### src/hw/rxev_pkg.sv
// ****************************************************************
// register map and constants of the receive event/filter bank
// ****************************************************************
package rxev_pkg;

   // ****************************************************************
   // register indices (byte address is four times the index)
   // ****************************************************************
   localparam logic [7:0] RXEV_IDX_FILL_STAT = 8'h0E; // fill_and_event_status
   localparam logic [7:0] RXEV_IDX_THRESH = 8'h0F;    // signal_threshold
   localparam logic [7:0] RXEV_IDX_FILTER = 8'h10;    // rx_filter_bandwidth
   localparam logic [7:0] RXEV_IDX_IRQ_STAT = 8'h20;  // sticky event status
   localparam logic [7:0] RXEV_IDX_IRQ_CLR = 8'h21;   // write-only clear
   localparam logic [7:0] RXEV_IDX_IRQ_EN = 8'h22;    // event enable

   // byte addresses on the bus, word aligned
   localparam logic [9:0] RXEV_ADDR_FILL_STAT = {RXEV_IDX_FILL_STAT, 2'b00};
   localparam logic [9:0] RXEV_ADDR_THRESH = {RXEV_IDX_THRESH, 2'b00};
   localparam logic [9:0] RXEV_ADDR_FILTER = {RXEV_IDX_FILTER, 2'b00};
   localparam logic [9:0] RXEV_ADDR_IRQ_STAT = {RXEV_IDX_IRQ_STAT, 2'b00};
   localparam logic [9:0] RXEV_ADDR_IRQ_CLR = {RXEV_IDX_IRQ_CLR, 2'b00};
   localparam logic [9:0] RXEV_ADDR_IRQ_EN = {RXEV_IDX_IRQ_EN, 2'b00};

   // ****************************************************************
   // reset values
   // ****************************************************************
   localparam logic [7:0] RXEV_RST_FILL_STAT = 8'h01;
   localparam logic [7:0] RXEV_RST_THRESH = 8'h00;
   localparam logic [3:0] RXEV_RST_LOWPASS = 4'hA;
   localparam logic [3:0] RXEV_RST_CUTOFF = 4'h3;
   localparam logic [4:0] RXEV_RST_IRQ_EN = 5'h00;

   // ****************************************************************
   // fill_and_event_status bit positions
   // ****************************************************************
   localparam int RXEV_B_FILL_MODE = 7;   // fill mode select
   localparam int RXEV_B_FILL_START = 6;  // fill start / pattern seen
   localparam int RXEV_B_TX_DONE = 5;     // last bit sent to modulator
   localparam int RXEV_B_OVERFLOW = 4;    // queue_overflow_clear
   localparam int RXEV_B_STR_EN = 3;      // strength_event_enable
   localparam int RXEV_B_SIG = 2;         // signal_present_flag
   localparam int RXEV_B_LOCK = 1;        // synth_lock_flag
   localparam int RXEV_B_LOCK_PIN = 0;    // lock output enable

   // rx_filter_bandwidth field positions
   localparam int RXEV_F_LOWPASS_LSB = 4;
   localparam int RXEV_F_CUTOFF_LSB = 0;

   // ****************************************************************
   // interrupt status bit positions
   // ****************************************************************
   localparam int RXEV_NUM_EVT = 5;
   localparam int RXEV_E_SIG = 0;         // signal present set
   localparam int RXEV_E_LOCK = 1;        // synthesizer locked
   localparam int RXEV_E_PATTERN = 2;     // start pattern seen
   localparam int RXEV_E_OVERFLOW = 3;    // queue overflowed
   localparam int RXEV_E_TX_DONE = 4;     // transmit finished

   // ****************************************************************
   // data path modes and cutoff formula terms
   // ****************************************************************
   typedef enum logic [1:0] {
      RXEV_MODE_CONT = 2'h0,
      RXEV_MODE_BUF = 2'h1,
      RXEV_MODE_PKT = 2'h2
   } rxev_mode_e;

   localparam int RXEV_CUT_BASE_KHZ = 200;    // cutoff scale in kHz
   localparam int RXEV_CUT_XTAL_KHZ = 12800;  // nominal crystal in kHz
   localparam int RXEV_CUT_STEPS = 8;         // divisor of (J + 1)
   localparam logic [3:0] RXEV_OOK_J_MAX = 4'h1; // top usable OOK code

endpackage : rxev_pkg

### src/hw/rxev_regs.sv
`timescale 1ns/1ps
`default_nettype none
module rxev_regs
   import rxev_pkg::*;
(
   // clock and reset
   input wire logic ref_clk,
   input wire logic resetn,
   // ahb-lite slave
   input wire logic hsel,
   input wire logic [31:0] haddr,
   input wire logic [1:0] htrans,
   input wire logic hwrite,
   input wire logic [2:0] hsize,
   input wire logic [31:0] hwdata,
   input wire logic hready,
   output logic [31:0] hrdata,
   output logic hreadyout,
   output logic hresp,
   // radio status inputs
   input wire logic [7:0] rssi_level,
   input wire logic start_pattern_hit,
   input wire logic synth_locked,
   input wire logic tx_last_bit_done,
   input wire logic queue_overflowed,
   input wire logic [1:0] data_mode,
   // radio control outputs
   output logic fifo_fill_en,
   output logic queue_flush,
   output logic packet_restart,
   output logic pattern_rearm,
   output logic lock_pin,
   output logic [3:0] lowpass_bandwidth_sel,
   output logic [3:0] filter_cutoff_sel,
   output logic ook_cutoff_invalid,
   // interrupt
   output logic irq
);

   // ****************************************************************
   // bus slave state
   // ****************************************************************
   typedef enum logic [1:0] {
      RXEV_ST_IDLE = 2'b01,   // waiting for an address phase
      RXEV_ST_DATA = 2'b10    // one wait state, then answer
   } rxev_bus_e;

   rxev_bus_e state_ff; // slave state
   rxev_bus_e nxt_state; // next slave state
   logic [9:0] addr_ff; // latched word address
   logic wr_ff; // latched direction
   logic hreadyout_ff; // ready to master
   logic [31:0] hrdata_ff; // registered read data
   logic take; // address phase accepted
   logic wr_do; // write lands this cycle
   logic [7:0] wbyte; // low byte of write data

   // ****************************************************************
   // register state
   // ****************************************************************
   logic fill_mode_ff; // fill mode select
   logic fill_start_ff; // fill start / pattern seen
   logic str_en_ff; // strength_event_enable
   logic lock_pin_en_ff; // lock output enable
   logic [7:0] strength_threshold_ff; // comparison level
   logic [3:0] lowpass_ff; // lowpass_bandwidth_sel
   logic [3:0] cutoff_ff; // filter_cutoff_sel
   logic [4:0] irq_en_ff; // event enables
   logic tx_done_ff; // registered tx done level
   logic lock_prev_ff; // previous lock level for edge
   logic flush_ff; // one-cycle flush pulse
   logic restart_ff; // one-cycle packet restart pulse
   logic rearm_ff; // one-cycle pattern rearm pulse
   logic lock_pin_ff; // lock pin drive
   logic irq_ff; // interrupt line
   logic ook_bad_ff; // cutoff outside OOK range
   logic fill_en_ff; // registered fill enable

   // ****************************************************************
   // flag wiring
   // ****************************************************************
   logic sig_set; // signal present condition
   logic lock_set; // lock rising edge
   logic sig_q; // signal_present_flag
   logic lock_q; // synth_lock_flag
   logic ovf_q; // overflow flag
   logic [4:0] evt; // event pulses into status
   logic [4:0] evt_clr; // clear strobes for status
   logic [4:0] irq_stat; // sticky event status
   logic [7:0] fill_stat_rd; // read view of status register
   logic wr_fill; // write to fill_and_event_status
   logic pattern_set; // pattern recognized in mode 0

   // ****************************************************************
   // bus decode
   // ****************************************************************
   // only word transfers are used, so hsize is not examined
   assign take = hsel && htrans[1] && hready;
   assign wr_do = (state_ff == RXEV_ST_DATA) && wr_ff;
   assign wbyte = hwdata[7:0];
   assign wr_fill = wr_do && (addr_ff == RXEV_ADDR_FILL_STAT);

   // next state of the slave
   always_comb begin
      nxt_state = state_ff;
      case (state_ff)
         RXEV_ST_IDLE: begin
            if (take) begin
               nxt_state = RXEV_ST_DATA;
            end
         end
         RXEV_ST_DATA: begin
            nxt_state = RXEV_ST_IDLE;
         end
         default: begin
            nxt_state = RXEV_ST_IDLE;
         end
      endcase
   end

   // slave state register
   always_ff @(posedge ref_clk or negedge resetn) begin
      if (!resetn) begin
         state_ff <= RXEV_ST_IDLE;
      end else begin
         state_ff <= nxt_state;
      end
   end

   // address and direction capture
   always_ff @(posedge ref_clk or negedge resetn) begin
      if (!resetn) begin
         addr_ff <= 10'h000;
         wr_ff <= 1'b0;
      end else if ((state_ff == RXEV_ST_IDLE) && take) begin
         addr_ff <= {haddr[9:2], 2'b00};
         wr_ff <= hwrite;
      end else if (state_ff == RXEV_ST_DATA) begin
         wr_ff <= 1'b0;
      end
   end

   // ready drops for one cycle of every data phase
   always_ff @(posedge ref_clk or negedge resetn) begin
      if (!resetn) begin
         hreadyout_ff <= 1'b1;
      end else if ((state_ff == RXEV_ST_IDLE) && take) begin
         hreadyout_ff <= 1'b0;
      end else begin
         hreadyout_ff <= 1'b1;
      end
   end

   // read view of the status register
   always_comb begin
      fill_stat_rd = 8'h00;
      fill_stat_rd[RXEV_B_FILL_MODE] = fill_mode_ff;
      fill_stat_rd[RXEV_B_FILL_START] = fill_start_ff;
      fill_stat_rd[RXEV_B_TX_DONE] = tx_done_ff;
      fill_stat_rd[RXEV_B_OVERFLOW] = ovf_q;
      fill_stat_rd[RXEV_B_STR_EN] = str_en_ff;
      fill_stat_rd[RXEV_B_SIG] = sig_q;
      fill_stat_rd[RXEV_B_LOCK] = lock_q;
      fill_stat_rd[RXEV_B_LOCK_PIN] = lock_pin_en_ff;
   end

   // read data, unmapped words read zero
   always_ff @(posedge ref_clk or negedge resetn) begin
      if (!resetn) begin
         hrdata_ff <= 32'h0000_0000;
      end else if ((state_ff == RXEV_ST_DATA) && !wr_ff) begin
         case (addr_ff)
            RXEV_ADDR_FILL_STAT: hrdata_ff <= {24'h000000, fill_stat_rd};
            RXEV_ADDR_THRESH: hrdata_ff <= {24'h000000, strength_threshold_ff};
            RXEV_ADDR_FILTER: hrdata_ff <= {24'h000000, lowpass_ff, cutoff_ff};
            RXEV_ADDR_IRQ_STAT: hrdata_ff <= {27'h0000000, irq_stat};
            RXEV_ADDR_IRQ_EN: hrdata_ff <= {27'h0000000, irq_en_ff};
            default: hrdata_ff <= 32'h0000_0000;
         endcase
      end
   end

   // ****************************************************************
   // plain read/write fields
   // ****************************************************************
   // configuration bits of the status register
   always_ff @(posedge ref_clk or negedge resetn) begin
      if (!resetn) begin
         fill_mode_ff <= RXEV_RST_FILL_STAT[RXEV_B_FILL_MODE];
         str_en_ff <= RXEV_RST_FILL_STAT[RXEV_B_STR_EN];
         lock_pin_en_ff <= RXEV_RST_FILL_STAT[RXEV_B_LOCK_PIN];
      end else if (wr_fill) begin
         fill_mode_ff <= wbyte[RXEV_B_FILL_MODE];
         str_en_ff <= wbyte[RXEV_B_STR_EN];
         lock_pin_en_ff <= wbyte[RXEV_B_LOCK_PIN];
      end
   end

   // strength threshold
   always_ff @(posedge ref_clk or negedge resetn) begin
      if (!resetn) begin
         strength_threshold_ff <= RXEV_RST_THRESH;
      end else if (wr_do && (addr_ff == RXEV_ADDR_THRESH)) begin
         strength_threshold_ff <= wbyte;
      end
   end

   // filter selects; codes pass to the analog filters unchanged
   always_ff @(posedge ref_clk or negedge resetn) begin
      if (!resetn) begin
         lowpass_ff <= RXEV_RST_LOWPASS;
         cutoff_ff <= RXEV_RST_CUTOFF;
      end else if (wr_do && (addr_ff == RXEV_ADDR_FILTER)) begin
         lowpass_ff <= wbyte[RXEV_F_LOWPASS_LSB +: 4];
         cutoff_ff <= wbyte[RXEV_F_CUTOFF_LSB +: 4];
      end
   end

   // ook range warning: codes above one are not usable there
   always_ff @(posedge ref_clk or negedge resetn) begin
      if (!resetn) begin
         ook_bad_ff <= (RXEV_RST_CUTOFF > RXEV_OOK_J_MAX);
      end else begin
         ook_bad_ff <= (cutoff_ff > RXEV_OOK_J_MAX);
      end
   end

   // interrupt enables
   always_ff @(posedge ref_clk or negedge resetn) begin
      if (!resetn) begin
         irq_en_ff <= RXEV_RST_IRQ_EN;
      end else if (wr_do && (addr_ff == RXEV_ADDR_IRQ_EN)) begin
         irq_en_ff <= wbyte[4:0];
      end
   end

   // ****************************************************************
   // fill start bit and queue fill
   // ****************************************************************
   assign pattern_set = !fill_mode_ff && start_pattern_hit;
   // mode 0: pattern sets, write one clears (pattern wins);
   // mode 1: software owns the bit directly
   always_ff @(posedge ref_clk or negedge resetn) begin
      if (!resetn) begin
         fill_start_ff <= RXEV_RST_FILL_STAT[RXEV_B_FILL_START];
      end else if (pattern_set) begin
         fill_start_ff <= 1'b1;
      end else if (wr_fill && !fill_mode_ff) begin
         if (wbyte[RXEV_B_FILL_START]) begin
            fill_start_ff <= 1'b0;
         end
      end else if (wr_fill) begin
         fill_start_ff <= wbyte[RXEV_B_FILL_START];
      end
   end

   // rearm pulse for the pattern matcher on a write of one in mode 0
   always_ff @(posedge ref_clk or negedge resetn) begin
      if (!resetn) begin
         rearm_ff <= 1'b0;
      end else begin
         rearm_ff <= wr_fill && !fill_mode_ff
            && wbyte[RXEV_B_FILL_START];
      end
   end

   // both modes fill while the start bit is high
   always_ff @(posedge ref_clk or negedge resetn) begin
      if (!resetn) begin
         fill_en_ff <= 1'b0;
      end else begin
         fill_en_ff <= fill_start_ff;
      end
   end

   // ****************************************************************
   // overflow flag and flush
   // ****************************************************************
   // flush only in buffered and packet modes
   always_ff @(posedge ref_clk or negedge resetn) begin
      if (!resetn) begin
         flush_ff <= 1'b0;
         restart_ff <= 1'b0;
      end else begin
         flush_ff <= wr_fill && wbyte[RXEV_B_OVERFLOW]
            && ((data_mode == RXEV_MODE_BUF)
            || (data_mode == RXEV_MODE_PKT));
         restart_ff <= wr_fill && wbyte[RXEV_B_OVERFLOW]
            && (data_mode == RXEV_MODE_PKT);
      end
   end

   rxev_sticky u_ovf (
      .ref_clk(ref_clk),
      .resetn(resetn),
      .set(queue_overflowed),
      .clr(wr_fill && wbyte[RXEV_B_OVERFLOW]),
      .q(ovf_q)
   );

   // ****************************************************************
   // signal present and lock flags
   // ****************************************************************
   assign sig_set = str_en_ff
      && (rssi_level >= strength_threshold_ff);
   assign lock_set = synth_locked && !lock_prev_ff;
   // lock history and tx level sampling
   always_ff @(posedge ref_clk or negedge resetn) begin
      if (!resetn) begin
         lock_prev_ff <= 1'b0;
         tx_done_ff <= 1'b0;
      end else begin
         lock_prev_ff <= synth_locked;
         tx_done_ff <= tx_last_bit_done;
      end
   end

   rxev_sticky u_sig (
      .ref_clk(ref_clk),
      .resetn(resetn),
      .set(sig_set),
      .clr(wr_fill && wbyte[RXEV_B_SIG]),
      .q(sig_q)
   );

   rxev_sticky u_lock (
      .ref_clk(ref_clk),
      .resetn(resetn),
      .set(lock_set),
      .clr(wr_fill && wbyte[RXEV_B_LOCK]),
      .q(lock_q)
   );

   // lock pin idles high when disabled
   always_ff @(posedge ref_clk or negedge resetn) begin
      if (!resetn) begin
         lock_pin_ff <= 1'b1;
      end else begin
         lock_pin_ff <= lock_pin_en_ff ? synth_locked : 1'b1;
      end
   end

   // ****************************************************************
   // interrupt status, clear and enable
   // ****************************************************************
   // events: rising edges of lock and tx done, signal set while its flag is clear, pattern hit in fill mode 0 only, overflow input as it stands
   always_comb begin
      evt = 5'h00;
      evt[RXEV_E_SIG] = sig_set && !sig_q;
      evt[RXEV_E_LOCK] = lock_set;
      evt[RXEV_E_PATTERN] = pattern_set;
      evt[RXEV_E_OVERFLOW] = queue_overflowed;
      evt[RXEV_E_TX_DONE] = tx_last_bit_done && !tx_done_ff;
   end

   assign evt_clr = (wr_do && (addr_ff == RXEV_ADDR_IRQ_CLR)) ?
      wbyte[4:0] : 5'h00;
   genvar gi;
   generate
      for (gi = 0; gi < RXEV_NUM_EVT; gi = gi + 1) begin : g_stat
         rxev_sticky u_stat (
            .ref_clk(ref_clk),
            .resetn(resetn),
            .set(evt[gi]),
            .clr(evt_clr[gi]),
            .q(irq_stat[gi])
         );
      end
   endgenerate

   // level interrupt while any enabled bit stands
   always_ff @(posedge ref_clk or negedge resetn) begin
      if (!resetn) begin
         irq_ff <= 1'b0;
      end else begin
         irq_ff <= |(irq_stat & irq_en_ff);
      end
   end

   // ****************************************************************
   // outputs
   // ****************************************************************
   assign hrdata = hrdata_ff;
   assign hreadyout = hreadyout_ff;
   assign hresp = 1'b0;
   assign fifo_fill_en = fill_en_ff;
   assign queue_flush = flush_ff;
   assign packet_restart = restart_ff;
   assign pattern_rearm = rearm_ff;
   assign lock_pin = lock_pin_ff;
   assign lowpass_bandwidth_sel = lowpass_ff;
   assign filter_cutoff_sel = cutoff_ff;
   assign ook_cutoff_invalid = ook_bad_ff;
   assign irq = irq_ff;

endmodule // rxev_regs
`default_nettype wire

### src/hw/rxev_sticky.sv
`timescale 1ns/1ps
`default_nettype none
// ****************************************************************
// sticky flag: hardware set beats software clear
// ****************************************************************
module rxev_sticky (
   // clock and reset
   input wire logic ref_clk,
   input wire logic resetn,
   // control
   input wire logic set,
   input wire logic clr,
   // state
   output logic q
);

   logic flag_ff; // held flag

   // set wins so an event in the clearing cycle is kept
   always_ff @(posedge ref_clk or negedge resetn) begin
      if (!resetn) begin
         flag_ff <= 1'b0;
      end else if (set) begin
         flag_ff <= 1'b1;
      end else if (clr) begin
         flag_ff <= 1'b0;
      end
   end

   assign q = flag_ff;

endmodule // rxev_sticky
`default_nettype wire

### config.mk
export PLATFORM = sky130hd
export DESIGN_NAME = rxev_regs
export DESIGN_NICKNAME = d
export VERILOG_FILES = /design/src/hw/rxev_pkg.sv /design/src/hw/rxev_regs.sv /design/src/hw/rxev_sticky.sv
export SDC_FILE = /design/constraint.sdc
export NUM_CORES = 1
export LEC_CHECK = 0
export ABC_AREA = 1
export BUFFER_PORTS_ARGS = -buffer_cell sky130_fd_sc_hd__buf_4
export CORE_AREA = 2 2 83 85
export CTS_CLUSTER_SIZE = 24
export DETAILED_ROUTE_END_ITERATION = 12
export DIE_AREA = 0 0 85 87
export HOLD_SLACK_MARGIN = 0.02
export PLACE_DENSITY = 0.83
export SETUP_SLACK_MARGIN = 0.5
export SLEW_MARGIN = 40
export SYNTH_ARGS = -nofsm -noshare
export SYNTH_HDL_FRONTEND = slang
export SYNTH_SLANG_ARGS = --single-unit
### constraint.sdc
create_clock -name ref_clk -period 2.2 [get_ports ref_clk]
set_input_delay 0.11 -clock ref_clk [delete_from_list [all_inputs] [get_ports ref_clk]]
set_output_delay 0.11 -clock ref_clk [all_outputs]
set_load 0.1 [all_outputs]
==> impl_metrics.csv, run 1 <==
group,metric,value,unit
setup_path,crit_required,2420,ps
cells_and_area,nNetsFinal,547,
cells_and_area,final_area,4040,um2
sta,fin_crit,1570,ps
placement,gp_congestion,0.866,
detailed_routing,drc,0,
logic_synthesis,synth_area_leaders,"dfrtp_1 (40%), nand2_1 (8.9%), nand3_1 (8.1%)",
setup_path,cpPeakStageDelay,410,ps
logic_synthesis,yosys.cell_types.count,29,
setup_path,endpoint_kind,"flop",
cells_and_area,insertedDiodeCount,0,
sta,timing.setup.tns,0,ps
cells_and_area,drive_above_1_share,0.292,
die,rows,30,
setup_path,critPathLaunchType,"flop",
sta,fin_crit_sh,0.713,
sta,worstMarginPinSlew,547,ps
status,status,"completed",
detailed_routing,dr.pass1.iters,4,
power_and_ir_drop,p_leak,2.11,nW
sta,hold_ws,28.3,ps
global_route,antenna_found_initial,0,
setup_path,arrival,1790,ps
setup_path,crit_fanout,16,
clocking,cts_setup_buffers,0,
hold_path,min_path_type,"input port to flop",
die,design.portCount,137,
clocking,cts_buffers,9,
cells_and_area,final_cell_mix,"nand2_1 (78), buf_4 (59), nand3_1 (53), dfrtp_1 (53), inv_1 (38)",
die,core-area,6570,um2
placement,port_buffers,59,
global_route,grt_pass1_wl,12200,um
global_route,grt_pass1_vias,2657,
die,die-area,7400,um2
sta,setup_violations,0,
logic_synthesis,ys_ff_latch,62,
clocking,cts_buffer_depth,2,
cells_and_area,final_util,0.616,
run,cap_violations,0,
die,initial_core_util,0.500,
detailed_routing,drt-total-wl,7180,um
logic_synthesis,synth_warnings,0,
setup_path,crit_path_cell_trace,"inv_1 -> nand2_2 -> nor2_4 -> nand3_4 -> nand2_1 -> o21ai_2",
detailed_routing,drtAntennaViolNets,0,
sta,final-max-slew-violation-count,0,
setup_path,path_class,"flop to flop",
sta,rsz0062_at_grt,"no",
detailed_routing,wl_per_cell,13.4,um
power_and_ir_drop,power_density,777,nW/um2
die,die_x,85,um
placement,placed_cells,503,
sta,setup_ws,632,ps
detailed_routing,drt-vias-per-instance,5.01,
logic_synthesis,synth_area,3290,um2
power_and_ir_drop,total_power,3.14,mW
logic_synthesis,ys_seq_area_frac,0.475,
clocking,clk_pin_slew_worst_paths,70,ps
clocking,clkSinkCount,62,
detailed_routing,vias,2680,
die,die_height,87,um
setup_path,path_buf_inv,1,
setup_path,slowest_stage,"dfrtp_1",
logic_synthesis,syn_area_per_cell,8.84,um2
logic_synthesis,synth.top_cell.area_share,0.404,
setup_path,crit_family,"simple AND/OR/NAND/NOR gates",
detailed_routing,drt_iter0_drc,228,
clocking,cts_root_buf,"clkbuf_8",
sta,clock_skew,7.50,ps
sta,finalHoldViolCount,0,
clocking,cts_max_level,3,
cells_and_area,syn_to_final_growth,23.0,%
clocking,insertion_delay,340,ps
global_route,track_usage,0.212,
sta,relSlewSlack,0.635,
placement,dp_hpwl,5090,um
cells_and_area,final_common_cell,"nand2_1",
global_route,gr-total-overflow,0,
cells_and_area,finalNonFillerCells,535,
logic_synthesis,synthCells,372,
power_and_ir_drop,ir_drop,681,uV
placement,place_ws,626,ps
placement,dpl_cell_area,3670,um2
logic_synthesis,synth_top_area_cell,"dfrtp_1",
sta,clock.fmax,638,MHz
clocking,cts_tree,"yes",
global_route,grt_start_max_net_pins,63,
-- repair_timing --
action                                 in CTS  in global routing
hold buffers                               16                  0
resized for setup                           0                  2
setup endpoints to repair                   0                  5
endpoints found under the hold margin      71                  0
-- cells in the mapped netlist, drive strengths merged --
| library cell | instances |
|---|---|
| nand2 | 83 |
| nand3 | 57 |
| dfrtp | 53 |
| inv | 45 |
| o21ai | 41 |
| buf | 33 |
| nor2 | 27 |
| dfstp | 9 |
| ha | 9 |
| or2 | 6 |
| a21oi | 2 |
| nand4 | 2 |
| a221oi | 1 |
| conb | 1 |
| nor3 | 1 |
| o21a | 1 |
| or3 | 1 |
-- report_power, final --
part	switching, mW	total [mW]	internal (mW)
Sequential	0.0512	1.27	1.22
Clock	0.438	1.02	0.579
Combinational	0.663	0.856	0.193
Total	1.15	3.14	1.99
-- layer usage --
layer,global-route usage,share of wire,vias up
met3,0.0521,0.071,15
met5,0,0,-
met1,0.262,0.40,1270
met2,0.356,0.51,92
li1,-,-,1303
met4,0.0938,0.024,0
-- final timing paths --
path	slack, ps	depth (start not counted)	start	endpoint
max	630	6	addr_ff[4]	lowpass_bandwidth_sel[0]
min	30	3	hwdata[5]	lowpass_bandwidth_sel[1]
max reg2reg	630	6	addr_ff[4]	lowpass_bandwidth_sel[0]
min reg2reg	430	0	fill_start_ff	fifo_fill_en
max in group asynchronous	1490	2	resetn	lowpass_bandwidth_sel[1]
min in group asynchronous	310	2	resetn	state_ff[1]
-- cell type report --
type	instances	area [um2]
Sequential cell	62	1560
Timing Repair Buffer	76	614
Fill cell	558	2520
Clock inverter	4	45.0
Tap cell	80	100
Inverter	45	169
Multi-Input combinational cell	256	1400
Clock buffer	12	155
-- registers in the layout, summed over array words and instances, names as in the netlist, 2 cells and up --
| name | flops |
|---|---|
| lowpass_bandwidth_sel | 4 |
| g_stat.u_stat.q | 5 |
| addr_ff | 8 |
| state_ff | 2 |
| filter_cutoff_sel | 4 |
| irq_en_ff | 5 |
| hrdata | 8 |
| strength_threshold_ff | 8 |
-- worst reg2reg max path, stage by stage, from the launching register on --
cell	delay [ps]
dfrtp_1	410
inv_1	100
nand2_2	90
nor2_4	330
nand3_4	300
nand2_1	150
o21ai_2	60
-- logic make-up (layout without fill, tap and decap cells) --
logic type | count (synthesis) | after routing | share of synthesized area
buffers and inverters | 78 | 137 | 0.131
adder cells (fa/ha/maj) | 9 | 9 | 0.0343
AO/OA/AOI/OAI | 45 | 45 | 0.0921
AND/OR/NAND/NOR | 177 | 177 | 0.266
flip-flops | 62 | 62 | 0.475
other | 1 | 25 | 0.00114
Power figures use the tool's default switching activity.
==> inputs of run 2 (changes only) <==
--- a/config.mk
+++ b/config.mk
@@ -5,14 +5,14 @@
 export SDC_FILE = /design/constraint.sdc
 export NUM_CORES = 1
 export LEC_CHECK = 0
-export ABC_AREA = 1
+export ABC_AREA = 0
 export BUFFER_PORTS_ARGS = -buffer_cell sky130_fd_sc_hd__buf_4
-export CORE_AREA = 2 2 83 85
+export CORE_AREA = 2 2 88 90
 export CTS_CLUSTER_SIZE = 24
 export DETAILED_ROUTE_END_ITERATION = 12
-export DIE_AREA = 0 0 85 87
+export DIE_AREA = 0 0 90 92
 export HOLD_SLACK_MARGIN = 0.02
-export PLACE_DENSITY = 0.83
+export PLACE_DENSITY = 0.74
 export SETUP_SLACK_MARGIN = 0.5
 export SLEW_MARGIN = 40
 export SYNTH_ARGS = -nofsm -noshare
==> constraint.sdc (replaced) <==
create_clock -name ref_clk -period 1.4 [get_ports ref_clk]
set_input_delay 0.07 -clock ref_clk [delete_from_list [all_inputs] [get_ports ref_clk]]
set_output_delay 0.07 -clock ref_clk [all_outputs]
set_load 0.1 [all_outputs]
==> run 2 against run 1 <==
The run now ends with setup timing left. Power up 85%. Final cell count grew 3.4%. Flip-flop and latch count unchanged. Via count increased by 7.1%. Global-route usage rose by 0.85 points.
==> impl_metrics.csv, run 2 <==
group,metric,value,unit
detailed_routing,dr.pass1.iters,5,
global_route,track_usage,0.221,
setup_path,crit_fanout,4,
logic_synthesis,ys_ff_latch,62,
placement,dp_hpwl,5540,um
die,die_x,90,um
die,rows,32,
placement,dpl_cell_area,3800,um2
hold_path,min_path_type,"input port to flop",
logic_synthesis,synth_most_common_cell,"nand2_1",
detailed_routing,drtAntennaViolNets,0,
global_route,gr-total-overflow,0,
logic_synthesis,synth_top_area_cell,"dfrtp_1",
detailed_routing,drt-total-wl,9590,um
power_and_ir_drop,power_frac_seq,0.367,
sta,setup_ws,-611,ps
sta,hold_ws,50.6,ps
run,cap_violations,0,
clocking,cts_root_buf,"clkbuf_8",
logic_synthesis,syn_area_per_cell,10.3,um2
detailed_routing,drt_iter0_drc,204,
setup_path,path_class,"flop to flop",
cells_and_area,finalNonFillerCells,553,
logic_synthesis,synth_area,3020,um2
cells_and_area,insertedDiodeCount,0,
sta,rsz0062_at_grt,"yes",
cells_and_area,final_util,0.688,
cells_and_area,final_cell_mix,"buf_4 (82), nand2_1 (39), dfrtp_1 (36)",
sta,relSlewSlack,0.468,
logic_synthesis,synthArstFlopShare,1.00,
detailed_routing,wl_per_cell,17.3,um
placement,placed_cells,484,
clocking,cts_max_level,3,
detailed_routing,drc,0,
logic_synthesis,synth.top_cell.area_share,0.440,
power_and_ir_drop,total_power,5.81,mW
power_and_ir_drop,p_clk_frac,0.254,
setup_path,reg2reg_slack,-610,ps
clocking,clkSinkCount,62,
setup_path,crit_required,1610,ps
logic_synthesis,synth_warnings,0,
detailed_routing,vias,2869,
detailed_routing,highest_layer,"met4",
sta,clock.fmax,497,MHz
power_and_ir_drop,internal-power,3.57,mW
logic_synthesis,yosys.cell_types.count,47,
power_and_ir_drop,comb_power_share,0.379,
logic_synthesis,synthCells,294,
power_and_ir_drop,p_leak,2.38,nW
global_route,grt_pass1_wl,14300,um
global_route,grt_start_max_net_pins,35,
hold_path,hold_start,"htrans[1]",
die,die_height,92,um
logic_synthesis,netlist_top_cells_count,"nand2_1 (60), dfrtp_1 (53), buf_4 (25)",
cells_and_area,drive_above_1_share,0.545,
die,design.portCount,137,
detailed_routing,met3_length,653,um
placement,gp_congestion,0.903,
sta,clock_skew,11.7,ps
detailed_routing,drt-vias-per-instance,5.19,
die,initial_core_util,0.405,
setup_path,critPathLaunchType,"flop",
sta,fin_crit_sh,1.44,
logic_synthesis,ys_seq_area_frac,0.518,
detailed_routing,dr_wl_met2,4820,um
global_route,grt_pass1_vias,2970,
sta,fin_crit,2010,ps
sta,worstMarginPinSlew,797,ps
logic_synthesis,ys.flop_type,"dfrtp_1",
setup_path,arrival,2230,ps
power_and_ir_drop,ir_drop,873,uV
power_and_ir_drop,power.switching,2.24,mW
clocking,insertion_delay,340,ps
global_route,antenna_found_initial,0,
status,violations,"setup timing",
setup_path,endpoint_kind,"flop",
status,status,"finished, violations left",
cells_and_area,syn_to_final_growth,69.8,%
die,core-area,7450,um2
cells_and_area,final_common_cell,"buf_4",
clocking,cts_buffer_depth,2,
logic_synthesis,synth_area_leaders,"dfrtp_1 (44%), dfstp_2 (7.8%), nand2_1 (7.5%)",
power_and_ir_drop,swShare,0.386,
logic_synthesis,synth_enable_flop_cells,0,
die,die-area,8280,um2
clocking,cts_tree,"yes",
clocking,clk_pin_slew_worst_paths,70,ps
setup_path,r2r_start,"addr_ff[6]",
placement,port_buffers,59,
power_and_ir_drop,power_density,1130,nW/um2
detailed_routing,wl_met1,3690,um
cells_and_area,final_area,5120,um2
sta,setup_violations,44,
sta,finalHoldViolCount,0,
cells_and_area,nNetsFinal,543,
setup_path,critPathLaunch,"addr_ff[6]",
sta,final-max-slew-violation-count,0,
clocking,cts_buffers,9,
run 2: power groups by stage:
stage	combinational (mW)	sequential, mW	clock (mW)
2_1_floorplan	0.616	2.69	0
3_3_place_gp	1.61	2.11	0
3_5_place_dp	1.63	2.11	0
4_1_cts	2.07	2.12	1.49
6_report	2.20	2.13	1.47
5_1_grt	2.28	2.15	1.58
run 2: worst max-delay path, cell delays in order (launching register included):
cell and delay (ps):
dfrtp_1 400, nand4b_1 260, or4_4 480, buf_6 160, buf_6 110, nor2_4 150
mux2_4 320
run 2: layout make-up:
cell class | instances | area (um2)
clock buffers | 13 | 169
clock inverters | 3 | 17.5
fillers | 529 | 2320
inverters | 14 | 55.1
multi-input cells | 210 | 1590
flip-flops and latches | 62 | 1600
well taps | 102 | 128
repair buffers | 149 | 1560
run 2: path summary, 6_finish.rpt:
| path | endpoint | cells after the start |
|---|---|---|
| min reg2reg | fifo_fill_en | 0 |
| max | strength_threshold_ff[0] | 6 |
| min in group asynchronous | irq_en_ff[2] | 2 |
| max reg2reg | strength_threshold_ff[0] | 6 |
| min | state_ff[0] | 3 |
| max in group asynchronous | state_ff[0] | 3 |
run 2: cells by family after synthesis:
group	share of synthesized area
and+or+nand+nor	0.171
DFF	0.518
AOI/OAI and AO/OA	0.109
buffers and inverters	0.0917
muxes	0.0722
adders and majority gates	0.0373
other	0.00124
run 2: stage by stage:
step	setup WS, ps	TNS, ps
after floorplan	-440	-10240
after global placement	-393	-12640
after detailed placement	-491	-14530
after CTS	-448	-14100
after global routing	-599	-21320
final	-611	-20260
run 2: routing by layer:
metal | up-vias | global-route usage
met3 | 38 | 0.0559
met2 | 175 | 0.378
met5 | - | 0
li1 | 1270 | -
met1 | 1386 | 0.256
met4 | 0 | 0.117
run 2: repair_timing:
action                                 4_1_cts  5_1_grt
pin swaps                                   23       19
hold buffers                                25        0
endpoints found under the hold margin       72        0
cloned                                       1        0
setup buffers                               20        7
setup endpoints to repair                   81       84
gates resized for setup                    134       45
